**src/logic/ler_pkg.sv**
```systemverilog
// Constants and carrier types for the lane edge-rate configuration block.
// Assumes a byte-wide serial register port and 2-bit slew codes per lane.
package ler_pkg;

	////////////////////////////////////////////////////////////////////////
	// Register offsets and field positions
	localparam logic [7:0] LER_OFS_LP_CLK = 8'h0A;
	localparam logic [7:0] LER_OFS_HS_DATA = 8'h0B;
	localparam int LER_POS_A0_LP = 6;
	localparam int LER_POS_B_LP = 4;
	localparam int LER_POS_CLK_HS = 0;
	localparam int LER_POS_B3_HS = 6;
	localparam int LER_POS_B2_HS = 4;
	localparam int LER_POS_B1_HS = 2;
	localparam int LER_POS_B0_HS = 0;
	localparam logic [7:0] LER_RSV_MASK_LP_CLK = 8'h0C;

	////////////////////////////////////////////////////////////////////////
	// Reset values and codes
	localparam logic [1:0] LER_RST_A0_LP = 2'h0;
	localparam logic [1:0] LER_RST_FIELD = 2'h0;
	localparam logic [1:0] LER_STRAP_LOW = 2'h0;
	localparam logic [1:0] LER_STRAP_MID = 2'h1;
	localparam logic [1:0] LER_HS_CODE_LOW = 2'h0;
	localparam logic [1:0] LER_HS_CODE_MID = 2'h1;
	localparam logic [1:0] LER_HS_CODE_HIGH = 2'h2;
	// Low-power codes and their rank, 0 fastest to 3 slowest
	localparam logic [1:0] LER_LP_CODE_MIDDLE = 2'h0;
	localparam logic [1:0] LER_LP_CODE_SLOWISH = 2'h1;
	localparam logic [1:0] LER_LP_CODE_FAST = 2'h2;
	localparam logic [1:0] LER_LP_RANK_FAST = 2'h0;
	localparam logic [1:0] LER_LP_RANK_MIDDLE = 2'h1;
	localparam logic [1:0] LER_LP_RANK_SLOWISH = 2'h2;
	localparam logic [1:0] LER_LP_RANK_SLOWEST = 2'h3;

	////////////////////////////////////////////////////////////////////////
	// Timing counts
	localparam int LER_SYNC_STAGES = 2;
	localparam logic [1:0] LER_STRAP_LOAD_CNT = 2'h2;
	localparam logic [3:0] LER_BITS_PER_BYTE = 4'h8;

	////////////////////////////////////////////////////////////////////////
	// Carriers
	typedef struct packed {
		logic [1:0] lane_a0_lp_slew_sel;
		logic [1:0] lanes_b_lp_slew_sel;
		logic [1:0] clock_lane_hs_slew_sel;
		logic [1:0] lane_b3_hs_slew_sel;
		logic [1:0] lane_b2_hs_slew_sel;
		logic [1:0] lane_b1_hs_slew_sel;
		logic [1:0] lane_b0_hs_slew_sel;
	} ler_slew_t;

	typedef struct packed {
		logic [1:0] lane_a0_lp_rank;
		logic [1:0] lanes_b_lp_rank;
	} ler_lp_rank_t;

	typedef enum logic [3:0] {
		ST_IDLE = 4'h0,
		ST_ADDR = 4'h1,
		ST_ADDR_ACK = 4'h2,
		ST_SUB = 4'h3,
		ST_SUB_ACK = 4'h4,
		ST_WDATA = 4'h5,
		ST_WDATA_ACK = 4'h6,
		ST_RDATA = 4'h7,
		ST_RDATA_ACK = 4'h8
	} ler_state_t;

endpackage

```
**src/logic/ler_sync.sv**
```systemverilog
// Two-stage synchroniser, one chain per bit.
// Assumes inputs come from pins outside the ref_clk_i domain.
`timescale 1ns/1ps
module ler_sync #(
	parameter int W = 1
) (
	input wire logic ref_clk_i,
	input wire logic device_reset_n_i,
	input wire logic [W-1:0] async_i,
	output logic [W-1:0] sync_o
);
	import ler_pkg::*;

	genvar gi;
	generate
		for (gi = 0; gi < W; gi++)
		begin : g_bit
			logic [LER_SYNC_STAGES-1:0] chain;
			// Only the last stage is ever read
			always_ff @(posedge ref_clk_i or negedge device_reset_n_i)
			begin
				if (!device_reset_n_i)
					chain <= '0;
				else
					chain <= {chain[LER_SYNC_STAGES-2:0], async_i[gi]};
			end
			assign sync_o[gi] = chain[LER_SYNC_STAGES-1];
		end
	endgenerate
endmodule

```
**src/logic/ler_lp_decode.sv**
```systemverilog
// Decodes low-power slew codes into a speed rank for the transmitters.
// Assumes the caller registers the result.
`timescale 1ns/1ps
module ler_lp_decode (
	input wire logic [3:0] code_i,
	output logic [3:0] rank_o
);
	import ler_pkg::*;

	genvar gi;
	generate
		for (gi = 0; gi < 2; gi++)
		begin : g_lane
			always_comb
			begin
				case (code_i[2*gi +: 2])
					LER_LP_CODE_FAST: rank_o[2*gi +: 2] = LER_LP_RANK_FAST;
					LER_LP_CODE_MIDDLE: rank_o[2*gi +: 2] = LER_LP_RANK_MIDDLE;
					LER_LP_CODE_SLOWISH: rank_o[2*gi +: 2] = LER_LP_RANK_SLOWISH;
					default: rank_o[2*gi +: 2] = LER_LP_RANK_SLOWEST;
				endcase
			end
		end
	endgenerate
endmodule

```
**src/logic/ler_regs.sv**
```systemverilog
// Edge-rate configuration registers behind a serial register port.
// Assumes scl/sda and straps are raw pins; the sda wire is resolved outside.
//
// Contract
// - 0x0A[7:6] holds lane A0 low-power slew, read/write, resets to 00.
// - Low-power codes: 00 middle, 01 slower, 10 fastest, 11 slowest.
// - 0x0A[5:4] holds B-lane low-power slew, loaded from two config straps.
// - Software writes replace any strap-loaded value until next reset.
// - 0x0A[1:0] holds clock-lane high-speed slew, strap-loaded then read/write.
// - Strap low gives 00, mid 01, high 10; 11 only by software.
// - 0x0B[7:6] holds B lane 3 high-speed slew, strap-loaded, writable.
// - 0x0B[5:4] holds B lane 2 high-speed slew, strap-loaded, writable.
// - 0x0B[3:2] holds B lane 1 high-speed slew, strap-loaded, writable.
// - 0x0B[1:0] holds B lane 0 high-speed slew, strap-loaded, writable.
// - Straps are sampled on the third clock edge after device reset rises and loaded into fields.
`timescale 1ns/1ps
module ler_regs #(
	parameter logic [6:0] DEV_ADDR = 7'h2C // Arbitrary value
) (
	input wire logic ref_clk_i,
	input wire logic device_reset_n_i,
	input wire logic scl_i,
	input wire logic sda_i,
	output logic sda_o,
	output logic sda_oe_o,
	input wire logic [1:0] slew_strap_pin_i,
	input wire logic [1:0] cfg_strap_i,
	output ler_pkg::ler_slew_t slew_o,
	output ler_pkg::ler_lp_rank_t lp_rank_o,
	output logic straps_loaded_o
);
	import ler_pkg::*;

	logic scl_s;
	logic sda_s;
	logic [1:0] erc_s;
	logic [1:0] cfg_s;
	logic scl_q;
	logic sda_q;
	logic scl_rise;
	logic scl_fall;
	logic start_det;
	logic stop_det;
	logic [1:0] load_cnt;
	logic strap_load;
	logic [1:0] hs_strap_code;
	ler_slew_t slew;
	ler_state_t state;
	logic [7:0] shreg;
	logic [3:0] bit_cnt;
	logic [7:0] ptr;
	logic rw;
	logic acked;
	logic [7:0] rd_byte;
	logic wr_stb;
	logic [3:0] rank;

	////////////////////////////////////////////////////////////////////////
	// Pin synchronisers
	ler_sync #(.W(6)) u_sync (
		.ref_clk_i(ref_clk_i),
		.device_reset_n_i(device_reset_n_i),
		.async_i({scl_i, sda_i, slew_strap_pin_i, cfg_strap_i}),
		.sync_o({scl_s, sda_s, erc_s, cfg_s})
	);

	// Delayed copies for edge detection; idle level of both pins is high
	always_ff @(posedge ref_clk_i or negedge device_reset_n_i)
	begin
		if (!device_reset_n_i)
			{scl_q, sda_q} <= 2'h3;
		else
			{scl_q, sda_q} <= {scl_s, sda_s};
	end

	assign scl_rise = scl_s & ~scl_q & straps_loaded_o;
	assign scl_fall = ~scl_s & scl_q & straps_loaded_o;
	assign start_det = scl_s & scl_q & sda_q & ~sda_s & straps_loaded_o;
	assign stop_det = scl_s & scl_q & ~sda_q & sda_s & straps_loaded_o;

	////////////////////////////////////////////////////////////////////////
	// Strap capture
	// Sync chain needs its depth in edges after release before it is valid
	// Capture after release
	always_ff @(posedge ref_clk_i or negedge device_reset_n_i)
	begin
		if (!device_reset_n_i)
		begin
			load_cnt <= 2'h0;
			straps_loaded_o <= 1'b0;
		end
		else if (!straps_loaded_o)
		begin
			load_cnt <= load_cnt + 2'h1;
			straps_loaded_o <= (load_cnt == LER_STRAP_LOAD_CNT);
		end
	end

	assign strap_load = !straps_loaded_o && (load_cnt == LER_STRAP_LOAD_CNT);

	always_comb
	begin
		case (erc_s)
			LER_STRAP_LOW: hs_strap_code = LER_HS_CODE_LOW;
			LER_STRAP_MID: hs_strap_code = LER_HS_CODE_MID;
			default: hs_strap_code = LER_HS_CODE_HIGH;
		endcase
	end

	////////////////////////////////////////////////////////////////////////
	// Register fields
	assign wr_stb = scl_fall && (state == ST_WDATA) && (bit_cnt == LER_BITS_PER_BYTE);

	always_ff @(posedge ref_clk_i or negedge device_reset_n_i)
	begin
		if (!device_reset_n_i)
			slew.lane_a0_lp_slew_sel <= LER_RST_A0_LP;
		else if (wr_stb && ptr == LER_OFS_LP_CLK)
			slew.lane_a0_lp_slew_sel <= shreg[LER_POS_A0_LP +: 2];
	end

	always_ff @(posedge ref_clk_i or negedge device_reset_n_i)
	begin
		if (!device_reset_n_i)
		begin
			slew.lanes_b_lp_slew_sel <= LER_RST_FIELD;
			slew.clock_lane_hs_slew_sel <= LER_RST_FIELD;
		end
		else if (strap_load)
		begin
			slew.lanes_b_lp_slew_sel <= cfg_s;
			slew.clock_lane_hs_slew_sel <= hs_strap_code;
		end
		else if (wr_stb && ptr == LER_OFS_LP_CLK)
		begin
			slew.lanes_b_lp_slew_sel <= shreg[LER_POS_B_LP +: 2];
			slew.clock_lane_hs_slew_sel <= shreg[LER_POS_CLK_HS +: 2];
		end
	end

	always_ff @(posedge ref_clk_i or negedge device_reset_n_i)
	begin
		if (!device_reset_n_i)
		begin
			slew.lane_b3_hs_slew_sel <= LER_RST_FIELD;
			slew.lane_b2_hs_slew_sel <= LER_RST_FIELD;
			slew.lane_b1_hs_slew_sel <= LER_RST_FIELD;
			slew.lane_b0_hs_slew_sel <= LER_RST_FIELD;
		end
		else if (strap_load)
		begin
			slew.lane_b3_hs_slew_sel <= hs_strap_code;
			slew.lane_b2_hs_slew_sel <= hs_strap_code;
			slew.lane_b1_hs_slew_sel <= hs_strap_code;
			slew.lane_b0_hs_slew_sel <= hs_strap_code;
		end
		else if (wr_stb && ptr == LER_OFS_HS_DATA)
		begin
			slew.lane_b3_hs_slew_sel <= shreg[LER_POS_B3_HS +: 2];
			slew.lane_b2_hs_slew_sel <= shreg[LER_POS_B2_HS +: 2];
			slew.lane_b1_hs_slew_sel <= shreg[LER_POS_B1_HS +: 2];
			slew.lane_b0_hs_slew_sel <= shreg[LER_POS_B0_HS +: 2];
		end
	end

	always_comb
	begin
		case (ptr)
			LER_OFS_LP_CLK: rd_byte = {slew.lane_a0_lp_slew_sel, slew.lanes_b_lp_slew_sel,
				2'h0, slew.clock_lane_hs_slew_sel} & ~LER_RSV_MASK_LP_CLK;
			LER_OFS_HS_DATA: rd_byte = {slew.lane_b3_hs_slew_sel, slew.lane_b2_hs_slew_sel,
				slew.lane_b1_hs_slew_sel, slew.lane_b0_hs_slew_sel};
			default: rd_byte = 8'h00;
		endcase
	end

	////////////////////////////////////////////////////////////////////////
	// Transmitter controls, registered
	ler_lp_decode u_dec (
		.code_i({slew.lane_a0_lp_slew_sel, slew.lanes_b_lp_slew_sel}),
		.rank_o(rank)
	);

	always_ff @(posedge ref_clk_i or negedge device_reset_n_i)
	begin
		if (!device_reset_n_i)
			{lp_rank_o, slew_o} <= '0;
		else
			{lp_rank_o, slew_o} <= {rank, slew};
	end

	////////////////////////////////////////////////////////////////////////
	// Serial register port
	// Open drain: the pin is only ever pulled low
	always_ff @(posedge ref_clk_i or negedge device_reset_n_i)
	begin
		if (!device_reset_n_i)
			sda_o <= 1'b0;
		else
			sda_o <= 1'b0;
	end

	// Bit capture on clock rise
	always_ff @(posedge ref_clk_i or negedge device_reset_n_i)
	begin
		if (!device_reset_n_i)
		begin
			shreg <= 8'h00;
			bit_cnt <= 4'h0;
			acked <= 1'b0;
		end
		else if (start_det)
			bit_cnt <= 4'h0;
		else if (scl_rise)
		begin
			if (state == ST_ADDR || state == ST_SUB || state == ST_WDATA)
			begin
				shreg <= {shreg[6:0], sda_s};
				bit_cnt <= bit_cnt + 4'h1;
			end
			else if (state == ST_RDATA)
			begin
				shreg <= {shreg[6:0], 1'b0};
				bit_cnt <= bit_cnt + 4'h1;
			end
			else if (state == ST_RDATA_ACK)
				acked <= ~sda_s;
		end
		else if (scl_fall)
		begin
			if (state == ST_ADDR_ACK && rw)
			begin
				shreg <= rd_byte;
				bit_cnt <= 4'h0;
			end
			else if (state == ST_RDATA_ACK && acked)
			begin
				shreg <= rd_byte;
				bit_cnt <= 4'h0;
			end
			else if (state == ST_ADDR_ACK || state == ST_SUB_ACK || state == ST_WDATA_ACK)
				bit_cnt <= 4'h0;
		end
	end

	// Sequencing, acknowledge drive and pointer
	// Sub-address then data
	always_ff @(posedge ref_clk_i or negedge device_reset_n_i)
	begin
		if (!device_reset_n_i)
		begin
			state <= ST_IDLE;
			sda_oe_o <= 1'b0;
			ptr <= 8'h00;
			rw <= 1'b0;
		end
		else if (start_det)
		begin
			state <= ST_ADDR;
			sda_oe_o <= 1'b0;
		end
		else if (stop_det)
		begin
			state <= ST_IDLE;
			sda_oe_o <= 1'b0;
		end
		else if (scl_fall)
		begin
			case (state)
				ST_ADDR:
					if (bit_cnt == LER_BITS_PER_BYTE)
					begin
						// Foreign addresses are left unanswered
						state <= (shreg[7:1] == DEV_ADDR) ? ST_ADDR_ACK : ST_IDLE;
						sda_oe_o <= (shreg[7:1] == DEV_ADDR);
						rw <= shreg[0];
					end
				ST_ADDR_ACK:
				begin
					state <= rw ? ST_RDATA : ST_SUB;
					sda_oe_o <= rw & ~rd_byte[7];
				end
				ST_SUB:
					if (bit_cnt == LER_BITS_PER_BYTE)
					begin
						state <= ST_SUB_ACK;
						sda_oe_o <= 1'b1;
						ptr <= shreg;
					end
				ST_SUB_ACK:
				begin
					state <= ST_WDATA;
					sda_oe_o <= 1'b0;
				end
				ST_WDATA:
					if (bit_cnt == LER_BITS_PER_BYTE)
					begin
						state <= ST_WDATA_ACK;
						sda_oe_o <= 1'b1;
						ptr <= ptr + 8'h01;
					end
				ST_WDATA_ACK:
				begin
					state <= ST_WDATA;
					sda_oe_o <= 1'b0;
				end
				ST_RDATA:
					if (bit_cnt == LER_BITS_PER_BYTE)
					begin
						state <= ST_RDATA_ACK;
						sda_oe_o <= 1'b0;
						ptr <= ptr + 8'h01;
					end
					else
						sda_oe_o <= ~shreg[7];
				ST_RDATA_ACK:
				begin
					state <= acked ? ST_RDATA : ST_IDLE;
					sda_oe_o <= acked & ~rd_byte[7];
				end
				default:
				begin
					state <= ST_IDLE;
					sda_oe_o <= 1'b0;
				end
			endcase
		end
	end
endmodule

```
**config.mk**
```make
export PLATFORM = sky130hd
export DESIGN_NAME = ler_regs
export DESIGN_NICKNAME = d
export VERILOG_FILES = /design/src/logic/ler_pkg.sv /design/src/logic/ler_sync.sv /design/src/logic/ler_lp_decode.sv /design/src/logic/ler_regs.sv
export SDC_FILE = /design/constraint.sdc
export NUM_CORES = 1
export LEC_CHECK = 0
export ABC_AREA = 1
export BUFFER_PORTS_ARGS = -buffer_cell sky130_fd_sc_hd__buf_2
export CAP_MARGIN = 0
export CORE_MARGIN = 2
export CORE_UTILIZATION = 35
export CTS_CLUSTER_SIZE = 30
export DETAILED_ROUTE_END_ITERATION = 10
export PLACE_DENSITY = 0.51
export RECOVER_POWER = 25
export SLEW_MARGIN = 10
export SYNTH_ARGS = -nofsm -noshare
export SYNTH_HDL_FRONTEND = slang
export SYNTH_HIERARCHICAL = 1
export SYNTH_SLANG_ARGS = --single-unit
```
**constraint.sdc**
```tcl
create_clock -name ref_clk_i -period 5.05 [get_ports ref_clk_i]
set_clock_uncertainty 0.1 [all_clocks]
set_input_delay 1.01 -clock ref_clk_i [delete_from_list [all_inputs] [get_ports ref_clk_i]]
set_output_delay 1.01 -clock ref_clk_i [all_outputs]
set_load 0.05 [all_outputs]
```
# --- Yosys cells after proc, flatten, opt, wreduce, memory -nomap -nowiden ---
# Cells that the tools add are included.
totals:
  reg_bits: 76
  input_bits: 8
  wordCells: 163
classes:
  n_bitwise: 23
  eq_ne: 27
  addsub: 3
  mux: 44
  n_reduce_logical: 33
ops:
  columns: ["operator", "count"]
  rows:
  - ["8-bit two-way mux", 10]
  - ["4-bit two-way mux", 17]
  - ["8-bit case mux with 2 select lines", 2]
  - ["4-bit case mux with 7 select lines", 1]
  - ["4-bit by 3-bit equality test with 1-bit output (second input constant)", 4]
  - ["8-bit by 4-bit equality test with 1-bit output (second input constant)", 2]
  - ["4-bit by 3-bit != test with 1-bit output (second input constant)", 4]
  - ["5-bit AND reduction", 3]
  - ["1-bit bitwise AND", 13]
  - ["2-bit case mux with 3 select lines", 2]
  - ["1-bit inverter", 10]
  - ["3-bit nonzero test", 3]
  - ["8-bit by 1-bit adder with 8-bit output (second input constant)", 1]
  - ["4-bit by 2-bit equality test with 1-bit output (second input constant)", 2]
  - ["4-bit equality test (second input constant)", 2]
  - ["4-bit by 1-bit != test with 1-bit output (second input constant)", 2]
  - ["2-bit nonzero test", 4]
  - ["7-bit by 6-bit equality test with 1-bit output (second input constant)", 1]
  - ["1-bit logical AND", 7]
  - ["1-bit two-way mux", 7]
  - ["2-bit by 1-bit equality test with 1-bit output (second input constant)", 3]
  - ["2-bit equality test (second input constant)", 3]
  - ["2-bit logical NOT", 3]
  - ["3-bit two-way mux", 2]
  - ["other kinds (15)", 22]

# --- Depth between registers and ports, before layout ---
logic_depth:
  depth_word: 9
  mapped_depth: 10

# --- Hierarchy ---
# Netlist, hierarchy kept.
modules_own_cells:
  columns: ["module", "area_each_um2", "seq_area_each_um2", "n_inst", "cells_per_inst"]
  rows:
  - ["ler_regs", 3261.9, 1604.0, 1, 414]
  - ["ler_sync", 345.3, 300.3, 1, 18]
  - ["ler_lp_decode", 80.1, 0.0, 1, 12]

# --- Least setup slack after synthesis ---
# Ideal clock, no wire load.
synth_timing:
  path_type: "flip-flop to flip-flop"
  start: "register straps_loaded_o"
  end: "register slew[10] (netlist bit)"
  setup_ps: 127
  required_ps: 4823
  path_stages_with_launch: 10
  path_slack_ps: 3161
  n_path_buf: 2
  arrival_time_ps: 1662
  cell_sequence: "dfrtp_1 > buf_4 > nand2_1 > nor2_1 > nand3_1 > nor2_2 > nand2_2 > buf_6 > nand3_1 > o211ai_2"
synth_via:
  elab_chain_len: 5
  elab_cells_between_ends: 8
synth_lines:
  columns: ["element", "line", "source"]
  rows:
  - ["start: declaration", "ler_regs.sv:30", "output logic straps_loaded_o"]
  - ["start signal: assignment", "ler_regs.sv:95", "straps_loaded_o <= (load_cnt == LER_STRAP_LOAD_CNT);"]
  - ["1-bit bitwise AND", "ler_regs.sv:77", "assign scl_fall = ~scl_s & scl_q & straps_loaded_o;"]
  - ["1-bit logical AND (2 in a row)", "ler_regs.sv:112", "assign wr_stb = scl_fall && (state == ST_WDATA) && (bit_cnt == LER_BITS_PER_BYTE);"]
  - ["1-bit logical AND", "ler_regs.sv:134", "else if (wr_stb && ptr == LER_OFS_LP_CLK)"]
  - ["2-bit nonzero test (no source line)", null, null]
  - ["end: declaration", "ler_regs.sv:47", "ler_slew_t slew;"]
# Several ways; a longest one is shown, not always the timed one.
# A chain may end at the register's enable or synchronous reset.

==> key figures <==
Drt
  • Antenna viol nets, final: 0
  • Avg WL per Cell: 13.0 um
  • Via/cell ratio: 4.78
  • Via count: 2905
  • Drt drc: 0
  • First-pass DRT Iterations: 4
  • Detailed Route Iter0 Violations: 130
  • Routed wire length: 7.93 mm

Worst setup path
  • Reg2Reg Depth: 7
  • CP max-delay cell: clkbuf_2
  • Crit. End Element: asynchronous set/reset pin
  • FF-to-FF Start: load_cnt[0]$_DFFE_PN0N_
  • CP cell instances: clkbuf_2
  • RR Endpoint: slew[2]$_DFFE_PN0P_
  • Max incr delay on CP: 1.31 ns
  • CP Data Arrival Time: 2.38 ns
  • Crit path buffers/inverters: 1
  • Delay-heaviest family, CP: buffers and inverters
  • Crit start category: input port
  • CP Class: in2async
  • Worst reg2reg setup slack: 2.94 ns
  • WP data required: 5.05 ns
  • CP max FO: 76

Power and ir drop
  • Peak VDD IR: 0.000145 V
  • Gate power share: 6.8%
  • Switching part of the total power: 24.8%
  • Leak pwr: 2.07 nW
  • Internal: 0.000981 W
  • Seq pwr share: 49.4%
  • Switching power total: 0.000323 W
  • P per Cell Area: 316 nW/um^2
  • Clock share of power: 43.8%

Final layout
  • Ant diodes: 0
  • Area Overhead vs Synth: 12.0%
  • Layout Nets: 484
  • Share of cells above drive strength 1: 14.2%

Place
  • Port buffer count: 27
  • Final Wtd Congestion: 0.833
  • Hpwl dp: 5.68 mm

Timing
  • Slew Limit Fails: 77
  • Fin crit period: 2.38 ns
  • Fin crit share: 47.2%
  • Final setup viols: 0
  • Max Freq: 420 MHz
  • Worst-margin pin slew: 1.87 ns
  • Rel. slew slack: -24.8%
  • Fin. Hold Viols: 0
  • Smallest hold slack: 0.239 ns
  • RSZ-0062 raised after global routing: no
  • Sum Neg Setup Slack: 0 ns

Job
  • Max-cap violations: 1

Clocking
  • Cts hold-fix bufs: 0
  • Clock root buffer: clkbuf_8
  • Postcts setup bufs: 0
  • Clock transition at the registers of the reported paths: 0.09 ns
  • TritonCTS clock tree: done
  • Number of clock sinks: 76
  • Htree depth: 3
  • Cts repair resizes: 0
  • Longest Clk Path Bufs: 2
  • Worst-Skew Late Latency: 0.35 ns
  • CTS Buf Count: 9

Yosys
  • Count of different cell masters after synthesis: 33
  • Mapped Area: 3690 um^2
  • #FFs+latches synth: 76
  • Syn_area_per_cell: 8.30 um^2
  • Syn Nets: 461
  • Syn Inst Count: 444
  • Warnings from Yosys: 6
  • Seq/Total Area, Yosys: 51.6%

Outcome
  • Run status: complete, but fails checks
  • Failing checks: capacitance limit, slew limit

GRT
  • Initial antenna violation count: 0
  • Vias in the first global route: 2561
  • GRT overflow: 0
  • Global-route wire length before repair: 13.4 mm
  • Largest net degree at the start of global routing: 77
  • Total Routing Usage GR: 15.1%

Die
  • Core area: 10300 um^2
  • # IOs: 29
  • Initial core utilization: 35.9%
  • Die width: 107 um
  • Die area: 11400 um^2
  • Die Span Y: 107 um
  • Row cnt: 37

Hold path
  • Hold_sp: u_sync/g_bit[0].chain[0]$_DFF_PN0_
  • Worst Hold Path EP: u_sync/g_bit[0].chain[1]$_DFF_PN0_
  • Worst min path class: reg2reg
  • Hold Path Cell Cnt: 0
==> synth_stat cells, drive strengths merged <==
cell / count / area, um^2
o211ai: 4 / 40.0
clkinv: 2 / 8.75
dfstp: 2 / 52.6
a31oi: 1 / 6.26
nand4: 9 / 56.3
nand2: 143 / 559
buf: 13 / 104
nor2: 36 / 158
o21ai: 28 / 151
nand3b: 2 / 15.0
a21oi: 11 / 55.1
o22ai: 1 / 6.26
clkbuf: 2 / 7.51
nand3: 51 / 265
a22oi: 1 / 7.51
conb: 1 / 3.75
inv: 46 / 173
xnor2: 3 / 26.3
nor3: 4 / 20.0
a211oi: 1 / 7.51
ha: 9 / 113
dfrtp: 74 / 1850
==> cells by family after synthesis <==
kind of cell | Yosys count | synth area share, %
AO/OA/AOI/OAI | 47 | 7.43
XOR/XNOR | 3 | 0.713
adder cells (fa/ha/maj) | 9 | 3.05
buffers and inverters | 63 | 7.94
flip-flops | 76 | 51.6
other | 1 | 0.102
AND/OR/NAND/NOR | 245 | 29.1
==> worst max-delay path by stage <==
stage	startpoint	endpoint	slack, ns	cells past startpoint
finish	device_reset_n_i	ptr[3]$_DFFE_PN0P_	2.67	1
global route	device_reset_n_i	u_sync/g_bit[3].chain[0]$_DFF_PN0_	2.28	1
CTS	straps_loaded_o$_DFF_PN0_	straps_loaded_o	2.70	1
detailed placement	load_cnt[0]$_DFFE_PN0N_	slew[2]$_DFFE_PN0P_	2.91	7
global placement	load_cnt[0]$_DFFE_PN0N_	slew[2]$_DFFE_PN0P_	2.97	7
floorplan	straps_loaded_o$_DFF_PN0_	slew[10]$_DFFE_PN0P_	3.16	9
==> metrics by stage <==
step	instance area (um^2)	utilization (%)	power (W)	instances	worst slack, ns
after detailed placement	3880	37.8	0.000747	592	2.91
final	4130	40.2	0.00130	608	2.67
after global placement	3880	37.8	0.000746	592	2.97
after global routing	4130	40.2	0.00137	608	2.28
after floorplan	3690	-	0.000716	444	3.16
after CTS	4130	40.2	0.00133	608	2.70
==> state kept, by name, indices dropped and copies added (netlist names) <==
register / cells
slew: 14
slew_o: 14
u_sync/g_bit.chain: 12
ptr: 8
shreg: 8
bit_cnt: 4
lp_rank_o: 4
state: 4
load_cnt: 2
acked: 1
rw: 1
scl_q: 1
sda_oe_o: 1
sda_q: 1
straps_loaded_o: 1
==> cell usage in the layout (no fill, tap or decap), types with 3 or more instances in the layout <==
master,count
o21ai_2,3
nor2_2,3
xnor2_1,3
buf_2,26
o21ai_0,25
nand2_2,6
bufinv_16,3
dfrtp_1,74
ha_1,9
inv_1,44
nand3_1,49
nand2_1,136
nor2_1,31
nor3_1,4
clkbuf_8,9
a21oi_1,11
nand4_1,9
==> metal layers <==
metal,routed length [um],track usage [%]
met1,3840,20.7
met2,3600,24.0
met3,363,2.92
met4,115,5.01
met5,0,0
==> power by group through the flow <==
stage          sequential [W]  clock, W  combinational (W)
3_5_place_dp         0.000656         0          0.0000906
3_3_place_gp         0.000656         0          0.0000898
6_report             0.000644  0.000571          0.0000882
4_1_cts              0.000644  0.000591          0.0000903
5_1_grt              0.000647  0.000621          0.0000979
2_1_floorplan        0.000677         0          0.0000391
==> area by class of cell <==
class                      instances  area [um^2]
tap                              136          170
timing repair buffer              27          135
clock buffer                       9          124
clock inverter                     7          124
multi-input combinational        305         1490
sequential                        76         1900
inverter                          48          181
fill                            1087         6150
(Power assumes the default switching activity.)
